==> src/hdl/mipv_pkg.sv <==
package mipv_pkg;

  // ----------------------------------------------------------------
  // Sizes
  // ----------------------------------------------------------------
  localparam int NUM_SRC   = 20;
  localparam int IDX_W     = 5;
  localparam int ADDR_W    = 8;
  localparam int PRD_CNT_W = 24;

  // ----------------------------------------------------------------
  // Register map and bus constants
  // ----------------------------------------------------------------
  localparam logic [ADDR_W-1:0] ADDR_PRIO     = 8'h00;
  localparam logic [ADDR_W-1:0] ADDR_ENABLE   = 8'h04;
  localparam logic [ADDR_W-1:0] ADDR_PERIODIC = 8'h08;
  localparam logic [ADDR_W-1:0] ADDR_STATUS   = 8'h0C;
  localparam logic [2:0]        HSIZE_WORD    = 3'h2;
  localparam logic              HRESP_OKAY    = 1'h0;

  // Field positions
  localparam int PRIO_MODE_LSB  = 5;
  localparam int PRD_EN_BIT     = 0;
  localparam int PRD_RATE_LSB   = 1;
  localparam int PRD_FLAG_BIT   = 8;
  localparam int STAT_I_BIT     = 0;
  localparam int STAT_X_BIT     = 1;
  localparam int STAT_GUARD_BIT = 2;
  localparam int STAT_WIN_LSB   = 3;
  localparam int STAT_KIND_LSB  = 8;
  localparam int STAT_PEND_LSB  = 12;

  // Reset values and rate limit
  localparam logic [4:0]         PSEL_RESET     = 5'h06;
  localparam logic [NUM_SRC-1:0] ENABLE_RESET   = 20'h00000;
  localparam logic [2:0]         PRD_RATE_RESET = 3'h0;
  localparam logic [2:0]         PRD_RATE_MAX   = 3'h5;

  // ----------------------------------------------------------------
  // Timing
  // ----------------------------------------------------------------
  localparam int CLK_MHZ      = 250;
  localparam int PRD_BASE_US  = 32;
  localparam int PRD_BASE_CYC = PRD_BASE_US * CLK_MHZ;

  // ----------------------------------------------------------------
  // Vectors (index order equals fixed maskable rank order)
  // ----------------------------------------------------------------
  localparam logic [15:0] VEC_RESET     = 16'hFFFE;
  localparam logic [15:0] VEC_CLKFAIL   = 16'hFFFC;
  localparam logic [15:0] VEC_WDOG      = 16'hFFFA;
  localparam logic [15:0] VEC_ILLEGAL   = 16'hFFF8;
  localparam logic [15:0] VEC_SWI       = 16'hFFF6;
  localparam logic [15:0] VEC_NONMASKABLE_REQUEST_PIN      = 16'hFFF4;
  localparam logic [15:0] VEC_BOOT_MASK = 16'hBFFF;

  localparam logic [15:0] VEC_TABLE [NUM_SRC] = '{
    16'hFFF2, 16'hFFF0, 16'hFFEE, 16'hFFEC, 16'hFFEA,
    16'hFFE8, 16'hFFE6, 16'hFFE4, 16'hFFE2, 16'hFFE0,
    16'hFFD4, 16'hFFD2, 16'hFFDE, 16'hFFD0, 16'hFFDC,
    16'hFFDA, 16'hFFCE, 16'hFFCC, 16'hFFD8, 16'hFFD6};

  localparam logic [4:0] PSEL_TABLE [NUM_SRC] = '{
    5'h06, 5'h07, 5'h08, 5'h09, 5'h0A,
    5'h0B, 5'h0C, 5'h0D, 5'h0E, 5'h0F,
    5'h15, 5'h16, 5'h10, 5'h17, 5'h11,
    5'h12, 5'h18, 5'h19, 5'h13, 5'h14};

  // ----------------------------------------------------------------
  // Types
  // ----------------------------------------------------------------
  typedef enum logic [1:0] {
    MODE_SINGLE, MODE_EXPANDED, MODE_BOOT, MODE_TEST
  } mipv_mode_t;

  typedef enum logic [2:0] {
    KIND_NONE, KIND_RESET, KIND_CLKFAIL, KIND_WDOG,
    KIND_ILLEGAL, KIND_SWI, KIND_NONMASKABLE_REQUEST_PIN, KIND_MASKABLE
  } mipv_kind_t;

  typedef enum logic {ST_RUN, ST_GUARD} mipv_state_t;

endpackage : mipv_pkg

==> src/hdl/mipv_prd_if.sv <==
interface mipv_prd_if;
  logic [2:0] rate;
  logic       tick;
  modport ctl (output rate, input tick);
  modport tmr (input rate, output tick);
endinterface : mipv_prd_if

==> src/hdl/mipv_periodic_timer.sv <==
module mipv_periodic_timer import mipv_pkg::*; #(
  parameter int PRD_BASE = PRD_BASE_CYC
) (
  input wire logic ref_clk,
  input wire logic rst_n,
  mipv_prd_if.tmr  prd
);

  logic [PRD_CNT_W-1:0] cnt_reg;
  logic [PRD_CNT_W-1:0] cnt_next;
  logic                 tick_reg;
  logic                 tick_next;
  logic [PRD_CNT_W-1:0] periodCyc;
  logic [2:0]           rateEff;

  // ----------------------------------------------------------------
  // Period counter
  // ----------------------------------------------------------------
  // Counts a full period from reset before the first tick
  always_comb begin
    rateEff   = (prd.rate > PRD_RATE_MAX) ? PRD_RATE_MAX : prd.rate;
    periodCyc = PRD_CNT_W'(PRD_BASE) << rateEff;
    tick_next = 1'b0;
    cnt_next  = cnt_reg + 1'b1;
    if (cnt_reg >= periodCyc - 1'b1) begin
      cnt_next  = '0;
      tick_next = 1'b1;
    end
  end

  // Counter registers
  always_ff @(posedge ref_clk or negedge rst_n) begin
    if (!rst_n) begin
      cnt_reg  <= '0;
      tick_reg <= 1'b0;
    end else begin
      cnt_reg  <= cnt_next;
      tick_reg <= tick_next;
    end
  end

  assign prd.tick = tick_reg;

endmodule : mipv_periodic_timer

==> src/hdl/mipv_vector_core.sv <==
module mipv_vector_core import mipv_pkg::*; #(
  parameter int PRD_BASE = PRD_BASE_CYC
) (
  input  wire logic               ref_clk,
  input  wire logic               rst_n,
  input  wire logic               hsel,
  input  wire logic [31:0]        haddr,
  input  wire logic [1:0]         htrans,
  input  wire logic               hwrite,
  input  wire logic [2:0]         hsize,
  input  wire logic [31:0]        hwdata,
  input  wire logic               hready,
  output logic      [31:0]        hrdata,
  output logic                    hreadyout,
  output logic                    hresp,
  input  wire logic               modeA,
  input  wire logic               modeB,
  input  wire logic               irqReqN,
  input  wire logic               xirqReqN,
  input  wire logic [NUM_SRC-1:0] periphReq,
  input  wire logic               clkFailReq,
  input  wire logic               wdogReq,
  input  wire logic               illegalOp,
  input  wire logic               swiFetch,
  input  wire logic               instrBoundary,
  input  wire logic               firstHandlerDone,
  input  wire logic               flagsWrite,
  input  wire logic               flagsWriteX,
  input  wire logic               flagsWriteI,
  input  wire logic               flagsReturn,
  input  wire logic               returnX,
  input  wire logic               returnI,
  output logic                    vecValid,
  output logic      [15:0]        vecAddr,
  output logic                    stackX,
  output logic                    stackI,
  output logic                    xMask,
  output logic                    iMask,
  output logic                    bootRomEn
);

  mipv_mode_t         modeSel_reg, modeSel_next;
  logic               strapDone_reg, strapDone_next;
  logic [ADDR_W-1:0]  busAddr_reg, busAddr_next;
  logic               busWr_reg, busWr_next;
  logic [31:0]        hrdata_reg, hrdata_next;
  logic [4:0]         psel_reg, psel_next;
  logic [NUM_SRC-1:0] enable_reg, enable_next;
  logic               prdEn_reg, prdEn_next;
  logic [2:0]         prdRate_reg, prdRate_next;
  logic               prdFlag_reg, prdFlag_next;
  logic               xMask_reg, xMask_next;
  logic               iMask_reg, iMask_next;
  logic               resetPend_reg, resetPend_next;
  logic               illegalPend_reg, illegalPend_next;
  logic               swiPend_reg, swiPend_next;
  mipv_state_t        state_reg, state_next;
  logic               vecValid_reg, vecValid_next;
  logic [15:0]        vecAddr_reg, vecAddr_next;
  logic               stackX_reg, stackX_next;
  logic               stackI_reg, stackI_next;
  logic [IDX_W-1:0]   lastIdx_reg, lastIdx_next;
  mipv_kind_t         lastKind_reg, lastKind_next;
  logic [NUM_SRC-1:0] rawReq;
  logic [NUM_SRC-1:0] localEn;
  logic [NUM_SRC-1:0] pending;
  logic [IDX_W-1:0]   promIdx;
  logic [IDX_W-1:0]   winIdx;
  mipv_kind_t         kind;
  logic [15:0]        vecRaw;
  logic               take;
  logic               bootArea;

  mipv_prd_if prd ();

  // ----------------------------------------------------------------
  // Periodic timer
  // ----------------------------------------------------------------
  assign prd.rate = prdRate_reg;

  mipv_periodic_timer #(.PRD_BASE(PRD_BASE)) uTimer (
    .ref_clk (ref_clk),
    .rst_n   (rst_n),
    .prd     (prd.tmr)
  );

  // ----------------------------------------------------------------
  // Helpers
  // ----------------------------------------------------------------
  // Map priority code to source index, reserved codes to external
  function automatic logic [IDX_W-1:0] promoteIdx(input logic [4:0] code);
    logic [IDX_W-1:0] idx;
    idx = '0;
    for (int k = 0; k < NUM_SRC; k++) begin
      if (PSEL_TABLE[k] == code) begin
        idx = IDX_W'(k);
      end
    end
    return idx;
  endfunction : promoteIdx

  // Register read multiplexer
  function automatic logic [31:0] readWord(input logic [31:0] addr);
    logic [31:0] d;
    d = 32'h00000000;
    if (addr[31:4] == 28'h0000000) begin
      case (addr[ADDR_W-1:0])
        ADDR_PRIO: begin
          d[4:0] = psel_reg;
          d[PRIO_MODE_LSB +: 2] = modeSel_reg;
        end
        ADDR_ENABLE: d[NUM_SRC-1:0] = localEn;
        ADDR_PERIODIC: begin
          d[PRD_EN_BIT]        = prdEn_reg;
          d[PRD_RATE_LSB +: 3] = prdRate_reg;
          d[PRD_FLAG_BIT]      = prdFlag_reg;
        end
        ADDR_STATUS: begin
          d[STAT_I_BIT]           = iMask_reg;
          d[STAT_X_BIT]           = xMask_reg;
          d[STAT_GUARD_BIT]       = (state_reg == ST_GUARD);
          d[STAT_WIN_LSB +: 5]    = lastIdx_reg;
          d[STAT_KIND_LSB +: 3]   = lastKind_reg;
          d[STAT_PEND_LSB +: 20]  = pending;
        end
        default: d = 32'h00000000;
      endcase
    end
    return d;
  endfunction : readWord

  // ----------------------------------------------------------------
  // Mode strap
  // ----------------------------------------------------------------
  // Mode pins caught at the first edge after reset release
  always_comb begin
    strapDone_next = 1'b1;
    modeSel_next   = modeSel_reg;
    if (!strapDone_reg) begin
      case ({modeA, modeB})
        2'b01:   modeSel_next = MODE_SINGLE;
        2'b11:   modeSel_next = MODE_EXPANDED;
        2'b00:   modeSel_next = MODE_BOOT;
        default: modeSel_next = MODE_TEST;
      endcase
    end
  end

  always_ff @(posedge ref_clk or negedge rst_n) begin
    if (!rst_n) begin
      strapDone_reg <= 1'b0;
      modeSel_reg   <= MODE_SINGLE;
    end else begin
      strapDone_reg <= strapDone_next;
      modeSel_reg   <= modeSel_next;
    end
  end

  // ----------------------------------------------------------------
  // Bus slave and registers
  // ----------------------------------------------------------------
  // Address phase capture, zero wait state, read data registered
  always_comb begin
    busAddr_next = busAddr_reg;
    busWr_next   = 1'b0;
    hrdata_next  = 32'h00000000;
    if (hsel && hready && htrans[1]) begin
      busAddr_next = haddr[ADDR_W-1:0];
      busWr_next   = hwrite && (hsize == HSIZE_WORD)
                     && (haddr[31:4] == 28'h0000000);
      if (!hwrite) begin
        hrdata_next = readWord(haddr);
      end
    end
  end

  // Software registers; hardware flag set wins over clear
  always_comb begin
    psel_next    = psel_reg;
    enable_next  = enable_reg;
    prdEn_next   = prdEn_reg;
    prdRate_next = prdRate_reg;
    prdFlag_next = prdFlag_reg;
    if (busWr_reg) begin
      case (busAddr_reg)
        ADDR_PRIO: begin
          if (iMask_reg) begin
            psel_next = hwdata[4:0];
          end
        end
        ADDR_ENABLE: enable_next = hwdata[NUM_SRC-1:0];
        ADDR_PERIODIC: begin
          prdEn_next   = hwdata[PRD_EN_BIT];
          prdRate_next = hwdata[PRD_RATE_LSB +: 3];
          if (hwdata[PRD_FLAG_BIT]) begin
            prdFlag_next = 1'b0;
          end
        end
        default: psel_next = psel_reg;
      endcase
    end
    if (prd.tick) begin
      prdFlag_next = 1'b1;
    end
  end

  always_ff @(posedge ref_clk or negedge rst_n) begin
    if (!rst_n) begin
      busAddr_reg <= '0;
      busWr_reg   <= 1'b0;
      hrdata_reg  <= 32'h00000000;
      psel_reg    <= PSEL_RESET;
      enable_reg  <= ENABLE_RESET;
      prdEn_reg   <= 1'b0;
      prdRate_reg <= PRD_RATE_RESET;
      prdFlag_reg <= 1'b0;
    end else begin
      busAddr_reg <= busAddr_next;
      busWr_reg   <= busWr_next;
      hrdata_reg  <= hrdata_next;
      psel_reg    <= psel_next;
      enable_reg  <= enable_next;
      prdEn_reg   <= prdEn_next;
      prdRate_reg <= prdRate_next;
      prdFlag_reg <= prdFlag_next;
    end
  end

  // ----------------------------------------------------------------
  // Priority resolution
  // ----------------------------------------------------------------
  // Gate each maskable source, promote one, pick the winner
  always_comb begin
    rawReq    = periphReq;
    rawReq[0] = !irqReqN;
    rawReq[1] = prdFlag_reg;
    localEn    = enable_reg;
    localEn[0] = 1'b1;
    localEn[1] = prdEn_reg;
    pending = rawReq & localEn & {NUM_SRC{!iMask_reg}};
    promIdx = promoteIdx(psel_reg);
    winIdx  = '0;
    for (int k = NUM_SRC - 1; k >= 0; k--) begin
      if (pending[k]) begin
        winIdx = IDX_W'(k);
      end
    end
    if (pending[promIdx]) begin
      winIdx = promIdx;
    end
    kind = KIND_NONE;
    if (resetPend_reg) begin
      kind = KIND_RESET;
    end else if (clkFailReq) begin
      kind = KIND_CLKFAIL;
    end else if (wdogReq) begin
      kind = KIND_WDOG;
    end else if (state_reg == ST_GUARD) begin
      kind = KIND_NONE;
    end else if (illegalPend_reg) begin
      kind = KIND_ILLEGAL;
    end else if (swiPend_reg) begin
      kind = KIND_SWI;
    end else if (!xirqReqN && !xMask_reg) begin
      kind = KIND_NONMASKABLE_REQUEST_PIN;
    end else if (|pending) begin
      kind = KIND_MASKABLE;
    end
    case (kind)
      KIND_RESET:   vecRaw = VEC_RESET;
      KIND_CLKFAIL: vecRaw = VEC_CLKFAIL;
      KIND_WDOG:    vecRaw = VEC_WDOG;
      KIND_ILLEGAL: vecRaw = VEC_ILLEGAL;
      KIND_SWI:     vecRaw = VEC_SWI;
      KIND_NONMASKABLE_REQUEST_PIN:    vecRaw = VEC_NONMASKABLE_REQUEST_PIN;
      default:      vecRaw = VEC_TABLE[winIdx];
    endcase
    bootArea = (modeSel_reg == MODE_BOOT) || (modeSel_reg == MODE_TEST);
    take     = instrBoundary && (kind != KIND_NONE);
  end

  // ----------------------------------------------------------------
  // Entry, return and mask flags
  // ----------------------------------------------------------------
  // Entry beats return, return beats a flags transfer
  always_comb begin
    xMask_next       = xMask_reg;
    iMask_next       = iMask_reg;
    stackX_next      = stackX_reg;
    stackI_next      = stackI_reg;
    vecValid_next    = take;
    vecAddr_next     = vecAddr_reg;
    lastIdx_next     = lastIdx_reg;
    lastKind_next    = lastKind_reg;
    resetPend_next   = resetPend_reg && !(take && kind == KIND_RESET);
    illegalPend_next = illegalOp
                       || (illegalPend_reg && !(take && kind == KIND_ILLEGAL));
    swiPend_next     = swiFetch
                       || (swiPend_reg && !(take && kind == KIND_SWI));
    state_next       = state_reg;
    if (take) begin
      stackX_next   = xMask_reg;
      stackI_next   = iMask_reg;
      vecAddr_next  = bootArea ? (vecRaw & VEC_BOOT_MASK) : vecRaw;
      lastIdx_next  = winIdx;
      lastKind_next = kind;
      iMask_next    = 1'b1;
      case (kind)
        KIND_RESET, KIND_CLKFAIL, KIND_WDOG, KIND_NONMASKABLE_REQUEST_PIN: begin
          xMask_next = 1'b1;
        end
        default: xMask_next = xMask_reg;
      endcase
    end else if (flagsReturn) begin
      xMask_next = returnX;
      iMask_next = returnI;
    end else if (flagsWrite && !resetPend_reg) begin
      xMask_next = xMask_reg && flagsWriteX;
      iMask_next = flagsWriteI;
    end
    case (state_reg)
      ST_RUN: begin
        if (take && (kind == KIND_SWI || kind == KIND_ILLEGAL)) begin
          state_next = ST_GUARD;
        end
      end
      ST_GUARD: begin
        if (firstHandlerDone || take) begin
          state_next = ST_RUN;
        end
      end
      default: state_next = ST_RUN;
    endcase
  end

  always_ff @(posedge ref_clk or negedge rst_n) begin
    if (!rst_n) begin
      xMask_reg       <= 1'b1;
      iMask_reg       <= 1'b1;
      stackX_reg      <= 1'b0;
      stackI_reg      <= 1'b0;
      vecValid_reg    <= 1'b0;
      vecAddr_reg     <= 16'h0000;
      lastIdx_reg     <= '0;
      lastKind_reg    <= KIND_NONE;
      resetPend_reg   <= 1'b1;
      illegalPend_reg <= 1'b0;
      swiPend_reg     <= 1'b0;
      state_reg       <= ST_RUN;
    end else begin
      xMask_reg       <= xMask_next;
      iMask_reg       <= iMask_next;
      stackX_reg      <= stackX_next;
      stackI_reg      <= stackI_next;
      vecValid_reg    <= vecValid_next;
      vecAddr_reg     <= vecAddr_next;
      lastIdx_reg     <= lastIdx_next;
      lastKind_reg    <= lastKind_next;
      resetPend_reg   <= resetPend_next;
      illegalPend_reg <= illegalPend_next;
      swiPend_reg     <= swiPend_next;
      state_reg       <= state_next;
    end
  end

  // Outputs
  assign hrdata    = hrdata_reg;
  assign hreadyout = 1'b1;
  assign hresp     = HRESP_OKAY;
  assign vecValid  = vecValid_reg;
  assign vecAddr   = vecAddr_reg;
  assign stackX    = stackX_reg;
  assign stackI    = stackI_reg;
  assign xMask     = xMask_reg;
  assign iMask     = iMask_reg;
  assign bootRomEn = (modeSel_reg == MODE_BOOT);
endmodule : mipv_vector_core
==> config.mk <==
export PLATFORM = sky130hd
export DESIGN_NAME = mipv_vector_core
export DESIGN_NICKNAME = d
export VERILOG_FILES = /design/src/hdl/mipv_pkg.sv /design/src/hdl/mipv_prd_if.sv /design/src/hdl/mipv_periodic_timer.sv /design/src/hdl/mipv_vector_core.sv
export SDC_FILE = /design/constraint.sdc
export NUM_CORES = 1
export LEC_CHECK = 0
export BUFFER_PORTS_ARGS = -buffer_cell sky130_fd_sc_hd__buf_2
export CORE_UTILIZATION = 35
export CTS_BUF_LIST = sky130_fd_sc_hd__clkbuf_8
export CTS_CLUSTER_DIAMETER = 120
export DETAILED_ROUTE_END_ITERATION = 12
export PLACE_DENSITY_LB_ADDON = 0.25
export SLEW_MARGIN = 20
export SYNTH_ARGS = -nofsm -noshare
export SYNTH_HDL_FRONTEND = slang
export SYNTH_HIERARCHICAL = 1
export SYNTH_SLANG_ARGS = --single-unit
==> constraint.sdc <==
create_clock -name ref_clk -period 5.2 [get_ports ref_clk]
set_clock_uncertainty 0.1 [all_clocks]
set_input_delay 0.52 -clock ref_clk [delete_from_list [all_inputs] [get_ports ref_clk]]
set_output_delay 0.52 -clock ref_clk [all_outputs]
set_load 0.005 [all_outputs]
==> key figures, run 1 <==
Synth
  – Library cells used by synthesis: 83
  – Synth Register Bits: 121
  – Syn_area_per_cell: 9.79 sq um
  – Primary FF master, synth: dfrtp_1
  – Cells after Synth: 686
  – Sequential area share after synthesis: 0.452
  – Post-synth EDFFs: 0
  – Synthesized area: 6720 sq um
  – Yosys warnings: 6
  – Ys async rst share: 1.00

CTS
  – Clock Latency Late Sink: 0.45 ns
  – Post-CTS sizing: 0
  – Post-CTS Setup Bufs: 0
  – H-Tree Depth: 4
  – Clock-pin transition on the worst setup and hold timing paths: 0.07 ns
  – TritonCTS Sinks: 121
  – TritonCTS buffer count: 17
  – Clock Root Buffer: clkbuf_8
  – Clock Path Buffers: 2
  – CTS tree: built

Detailed routing
  – DRT iter0 DRCs: 326
  – Final ANT Viol Nets: 0
  – Routed vias/inst: 5.27
  – WL final: 17800 um
  – DRC viols: 0
  – TritonRoute pass-1 iters: 4
  – Via count: 5626
  – Per-cell routed wire length: 16.7 um

Power
  – Total power: 2.30 mW
  – Share of power burned in registers: 0.447
  – Sw Share: 0.244
  – PwrDens: 285 nW/um^2
  – Switching pwr: 560 uW
  – Leak pwr: 3.72 nW
  – Comb pwr share: 0.112
  – Int Pwr: 1.74 mW
  – Peak supply drop: 0.000145 V
  – Clk pwr share: 0.441

Finish
  – Layout area overhead: 20.3%
  – Fillcell total: 1868
  – Commonest non-fill, non-tap cell in the layout: buf_2
  – Post-route cell area: 8080 sq um
  – Layout Nets: 953
  – Most frequent cells in the layout: buf_2, dfrtp_1, nand2_1
  – Share of layout cells above drive strength 1: 0.299
  – Post-Layout Cell Count: 1068
  – Antenna Cells: 0
  – Max FFs per register: 32

Placed design
  – Dpl hpwl: 13000 um
  – Input/output buffers: 147
  – Dpl cell area: 7570 sq um
  – Placed Cells: 1035
  – Routability Congestion: 0.881
  – Pre-CTS setup slack: 1.32 ns

Floorplan
  – Chip Height: 141 um
  – Row count: 50
  – Die X: 141 um
  – Die ar.: 19700 sq um
  – Area of the core: 18800 sq um
  – Number of top-level pins: 166
  – Starting density of the core: 0.358

Setup path
  – Crit Path Category: register to register
  – Crit end category: register
  – CP max-delay cell: a31oi_1
  – Critical path required time: 5.43 ns
  – CP startpoint kind: register
  – Critical Path Max Stage Delay: 0.74 ns
  – Top cell by count, worst path: a31oi_1
  – Critical path peak fanout: 17
  – Data arrival time of the worst path: 4.10 ns
  – Crit-path cells: o21ai_1 > a31oi_1 > nand3_1 > a211oi_2 > nor4_1 > a2111oi_0 > a21o_1 > inv_2 > ha_1 > nor2b_1 > mux2i_1 > a31oi_1

STA
  – Setup TNS: 0 ns
  – RSZ-0062 raised after global routing: no
  – Tmin final: 3.87 ns
  – Least-Margin Pin Slew: 1.02 ns
  – Final period utilization: 0.745
  – Final Setup Violations: 0
  – Slew Limit Fails: 0
  – Final hold vios: 0
  – Max frequency: 0.258 GHz
  – Final worst slack: 1.33 ns
  – Slew margin rel.: 0.315

Global route
  – First-pass GRT wire length: 28500 um
  – Gr ovfl total: 0
  – Antenna violations before repair: 1
  – Number of global-route vias before repair: 5248
  – Gr usage total: 0.188
  – Largest net degree at the start of global routing: 74

Status
  – Status: completed

Job
  – Max Cap Viol: 0

Min path
  – Hold crit path type: input pin to register
==> metal layers <==
layer | global-route usage | part of all wire | vias to the layer above
li1 | - | - | 2767
met1 | 0.264 | 0.48 | 2634
met2 | 0.273 | 0.43 | 196
met3 | 0.0571 | 0.074 | 27
met4 | 0.0669 | 0.021 | 2
met5 | 0 | 0.00067 | -
==> what timing repair did <==
item                                   CTS  global route
endpoints found under the hold margin    3             0
hold buffers                             1             0
setup endpoints to repair                0             0
==> per-stage QoR <==
step	util	hold WS (ns)
2_1_floorplan	-	0.124
3_3_place_gp	0.404	0.231
3_5_place_dp	0.404	0.230
4_1_cts	0.430	0.127
5_1_grt	0.430	0.138
6_report	0.430	0.164
==> final timing paths <==
path                                  from             end  slack (ns)  cells past startpoint
max                            psel_reg[1]      vecAddr[2]        1.33                     12
min                          instrBoundary   resetPend_reg        0.16                      2
max reg2reg                    psel_reg[1]      vecAddr[2]        1.33                     12
min reg2reg                uTimer/prd.tick     prdFlag_reg        0.33                      1
max in group asynchronous            rst_n  busAddr_reg[1]        3.58                      3
min in group asynchronous            rst_n  enable_reg[12]        0.32                      2
==> critical path: cells and delay by family (launching register included) <==
kind | cells | cell delay [ns]
compound gates | 6 | 2.13
flops | 1 | 0.69
simple gates | 3 | 0.42
fa+ha+maj | 1 | 0.18
mux | 1 | 0.14
buf+inv | 1 | 0.08
==> final cells by class <==
type	instances	area, sq um	share of cell area
timing repair buffer	151	771	0.0954
sequential	121	3030	0.376
multi-input combinational	511	3420	0.423
tap	234	293	0.0362
clock inverter	6	131	0.0163
clock buffer	26	358	0.0443
inverter	19	71.3	0.00883
==> cells in the mapped netlist, types with 5 or more instances <==
| master | instances | share of area |
|---|---|---|
| nand4_1 | 10 | 0.0093 |
| nand2b_1 | 6 | 0.0056 |
| nand3_1 | 18 | 0.013 |
| a211oi_1 | 14 | 0.016 |
| nor2_1 | 64 | 0.036 |
| dfrtp_1 | 116 | 0.43 |
| buf_2 | 5 | 0.0037 |
| xnor2_1 | 5 | 0.0065 |
| o21ai_0 | 36 | 0.027 |
| nand2_1 | 67 | 0.037 |
| or3_1 | 13 | 0.012 |
| nor2b_1 | 10 | 0.0093 |
| mux2i_1 | 8 | 0.012 |
| a22oi_1 | 10 | 0.011 |
| clkbuf_1 | 18 | 0.010 |
| nor4_1 | 14 | 0.013 |
| a21o_1 | 5 | 0.0056 |
| buf_4 | 11 | 0.012 |
| inv_1 | 16 | 0.0089 |
| a32oi_1 | 5 | 0.0065 |
| a31oi_1 | 6 | 0.0056 |
| and4_1 | 7 | 0.0091 |
| ha_1 | 22 | 0.041 |
| xor2_1 | 9 | 0.012 |
| a21oi_1 | 29 | 0.022 |
| nor3_1 | 28 | 0.021 |
| mux2_2 | 39 | 0.065 |
| dfstp_2 | 5 | 0.020 |
==> cell families after synthesis <==
| family | count (synthesis) | synth area share |
|---|---|---|
| AOI/OAI and AO/OA | 155 | 0.158 |
| xor gates and xnor gates | 14 | 0.0183 |
| adders and majority gates | 22 | 0.0410 |
| buffers and inverters | 59 | 0.0436 |
| DFF | 121 | 0.452 |
| muxes | 51 | 0.0896 |
| other | 4 | 0.00223 |
| and+or+nand+nor | 260 | 0.195 |
==> power by group through the flow <==
stage | Sequential (mW) | Combinational (mW) | Clock (mW)
2_1_floorplan | 1.03 | 0.156 | 0
3_3_place_gp | 1.04 | 0.257 | 0
3_5_place_dp | 1.04 | 0.259 | 0
4_1_cts | 1.03 | 0.261 | 1.04
5_1_grt | 1.03 | 0.292 | 1.08
6_report | 1.03 | 0.258 | 1.01
No activity file was read; power rests on OpenSTA's default activity.
==> run 2, diff against run 1 <==
==> constraint.sdc (replaced) <==
create_clock -name ref_clk -period 3.8 [get_ports ref_clk]
set_clock_uncertainty 0.1 [all_clocks]
set_input_delay 0.38 -clock ref_clk [delete_from_list [all_inputs] [get_ports ref_clk]]
set_output_delay 0.38 -clock ref_clk [all_outputs]
set_load 0.005 [all_outputs]
==> run 2 against run 1 <==
  * Combinational power grew 43%
  * Sequential power grew 36%
  * Sequential cell count is the same
  * Via count grew 2.2%
  * Clock-buffer cell count shrank 7
  * Die area is the same
  * Cell area grew 0.93%
  * Largest cell class unchanged
  * Highest routed layer unchanged
==> key figures, run 2 (same netlist as run 1, synthesis figures left out) <==
Status
  – Status: completed

STA
  – Slew Limit Fails: 0 (unchanged)
  – Tmin final: 3.62 ns (-0.253 ns)
  – Slew margin rel.: 0.315 (+0.000597)
  – Max frequency: 0.276 GHz (+7.0%)
  – Setup TNS: 0 ns (unchanged)
  – Final hold slack: 0.0258 ns (-0.138 ns)
  – Least-Margin Pin Slew: 1.02 ns (+0.00267 ns)
  – Final Setup Violations: 0 (unchanged)
  – RSZ-0062 raised after global routing: no
  – Final period utilization: 0.953 (+0.208)
  – Final hold vios: 0 (unchanged)

Detailed routing
  – WL final: 18300 um (+2.4%)
  – TritonRoute pass-1 iters: 5 (+1)
  – Routed vias/inst: 5.29 (+0.40%)
  – Via count: 5749 (+2.2%)
  – DRC viols: 0 (unchanged)
  – Final ANT Viol Nets: 0 (unchanged)
  – Per-cell routed wire length: 16.8 um (+0.62%)
  – DRT iter0 DRCs: 340 (+4.3%)

CTS
  – Clock Root Buffer: clkbuf_8
  – CTS tree: built
  – Clock Latency Late Sink: 0.45 ns (about the same)
  – Post-CTS Setup Bufs: 0 (unchanged)
  – TritonCTS Sinks: 121 (unchanged)
  – Clock Path Buffers: 2 (unchanged)
  – Clock-pin transition on the worst setup and hold timing paths: 0.08 ns (about the same)
  – TritonCTS buffer count: 17 (unchanged)
  – H-Tree Depth: 4 (unchanged)

Finish
  – Fillcell total: 1870 (+0.11%)
  – Commonest non-fill, non-tap cell in the layout: buf_2
  – Most frequent cells in the layout: buf_2, dfrtp_1, nand2_1
  – Max FFs per register: 32 (unchanged)
  – Layout area overhead: 21.4%
  – Layout Nets: 971 (+1.9%)
  – Share of layout cells above drive strength 1: 0.310 (+0.0113)
  – Util after Layout: 0.434 (+0.00400)

Power
  – Switching pwr: 812 uW (+45%)
  – Sw Share: 0.276 (+0.0319)
  – Clk pwr share: 0.400 (-0.041)
  – PwrDens: 362 nW/um^2 (+27%)
  – Comb pwr share: 0.125 (+0.013)
  – Share of power burned in registers: 0.475 (+0.028)
  – Leak pwr: 3.75 nW (+1.0%)
  – Int Pwr: 2.14 mW (+23%)
  – Peak supply drop: 0.000189 V (+30%)

Floorplan
  – Number of top-level pins: 166 (unchanged)
  – Die X: 141 um (unchanged)
  – Chip Height: 141 um (unchanged)
  – Starting density of the core: 0.358 (unchanged)
  – Row count: 50 (unchanged)
  – Die ar.: 19700 sq um (unchanged)
  – Area of the core: 18800 sq um (unchanged)

Job
  – Max Cap Viol: 0 (unchanged)

Setup path
  – Critical path required time: 4.08 ns (-1.35 ns)
  – Crit end category: register
  – Critical path peak fanout: 17 (unchanged)
  – Crit Path Category: register to register
  – CP startpoint kind: register
  – Data arrival time of the worst path: 3.90 ns (-0.20 ns)

Global route
  – Largest net degree at the start of global routing: 77 (+4.1%)
  – Number of global-route vias before repair: 5426 (+3.4%)
  – Gr ovfl total: 0 (unchanged)
  – First-pass GRT wire length: 29600 um (+3.9%)
  – Gr usage total: 0.196 (+0.00765)
  – Antenna violations before repair: 2 (+1)

Placed design
  – Routability Congestion: 0.915 (+3.8%)
  – Input/output buffers: 147 (unchanged)
  – Dpl hpwl: 13200 um (+1.3%)

Min path
  – Hold crit path type: input pin to register
==> run 2: layout make-up <==
type                    count  area (sq um)  share of cell area
clock buffers              19           262              0.0321
flip-flops and latches    121          3030               0.372
well taps                 234           293              0.0359
inverters                  19          71.3             0.00875
multi-input cells         511          3420               0.420
diodes                      1          2.50            0.000307
repair buffers            169           926               0.114
clock inverters            13           145              0.0178
==> run 2: power by group through the flow <==
stage	Clock (mW)	Sequential, mW	Combinational, mW
3_5_place_dp	0	1.43	0.364
4_1_cts	1.21	1.40	0.371
5_1_grt	1.27	1.41	0.417
2_1_floorplan	0	1.40	0.213
6_report	1.18	1.40	0.368
3_3_place_gp	0	1.42	0.363
==> run 2: critical path, stage by stage (launching register included) <==
cell and delay, ns:
dfstp_2 0.70, o21ai_1 0.12, a31o_1 0.35, or4_4 0.58, nand2_2 0.09, nor4_1 0.06
a221o_2 0.48, mux2_4 0.37, ha_1 0.19, or3_1 0.36, a31oi_1 0.16
==> run 2: path summary, 6_finish.rpt <==
kind / startpoint / endpoint / slack (ns) / cells past startpoint
min in group asynchronous: rst_n / hrdata[26] / 0.39 / 2
setup / recovery: psel_reg[1] / vecAddr[3] / 0.18 / 10
hold reg to reg: uTimer/prd.tick / prdFlag_reg / 0.34 / 1
max in group asynchronous: rst_n / xMask / 2.36 / 3
hold / removal: modeB / modeSel_reg[1] / 0.03 / 2
setup reg to reg: psel_reg[1] / vecAddr[3] / 0.18 / 10
==> run 2: stage by stage <==
step	setup slack (ns)	std cells	total power, mW	instance area (sq um)
finish	0.179	1087	2.95	8150
global route	0.00659	1087	3.10	8150
CTS	0.181	1086	2.98	8140
detailed placement	0.201	1050	1.79	7690
global placement	0.225	1050	1.79	7690
floorplan	0.466	691	1.62	6740
==> run 2: repair_timing <==
| item | in CTS | in global routing |
|---|---|---|
| endpoints found under the hold margin | 48 | 0 |
| gates resized for setup | 0 | 3 |
| endpoints found under the setup margin | 0 | 3 |
| hold buffers | 4 | 0 |
==> run 2: routing by layer <==
| layer | track usage | vias up | share of wire |
|---|---|---|---|
| met1 | 0.281 | 2750 | 0.49 |
| met3 | 0.0526 | 18 | 0.061 |
| met2 | 0.285 | 184 | 0.44 |
| met5 | 0 | - | 0.00071 |
| li1 | - | 2795 | - |
| met4 | 0.0624 | 2 | 0.011 |
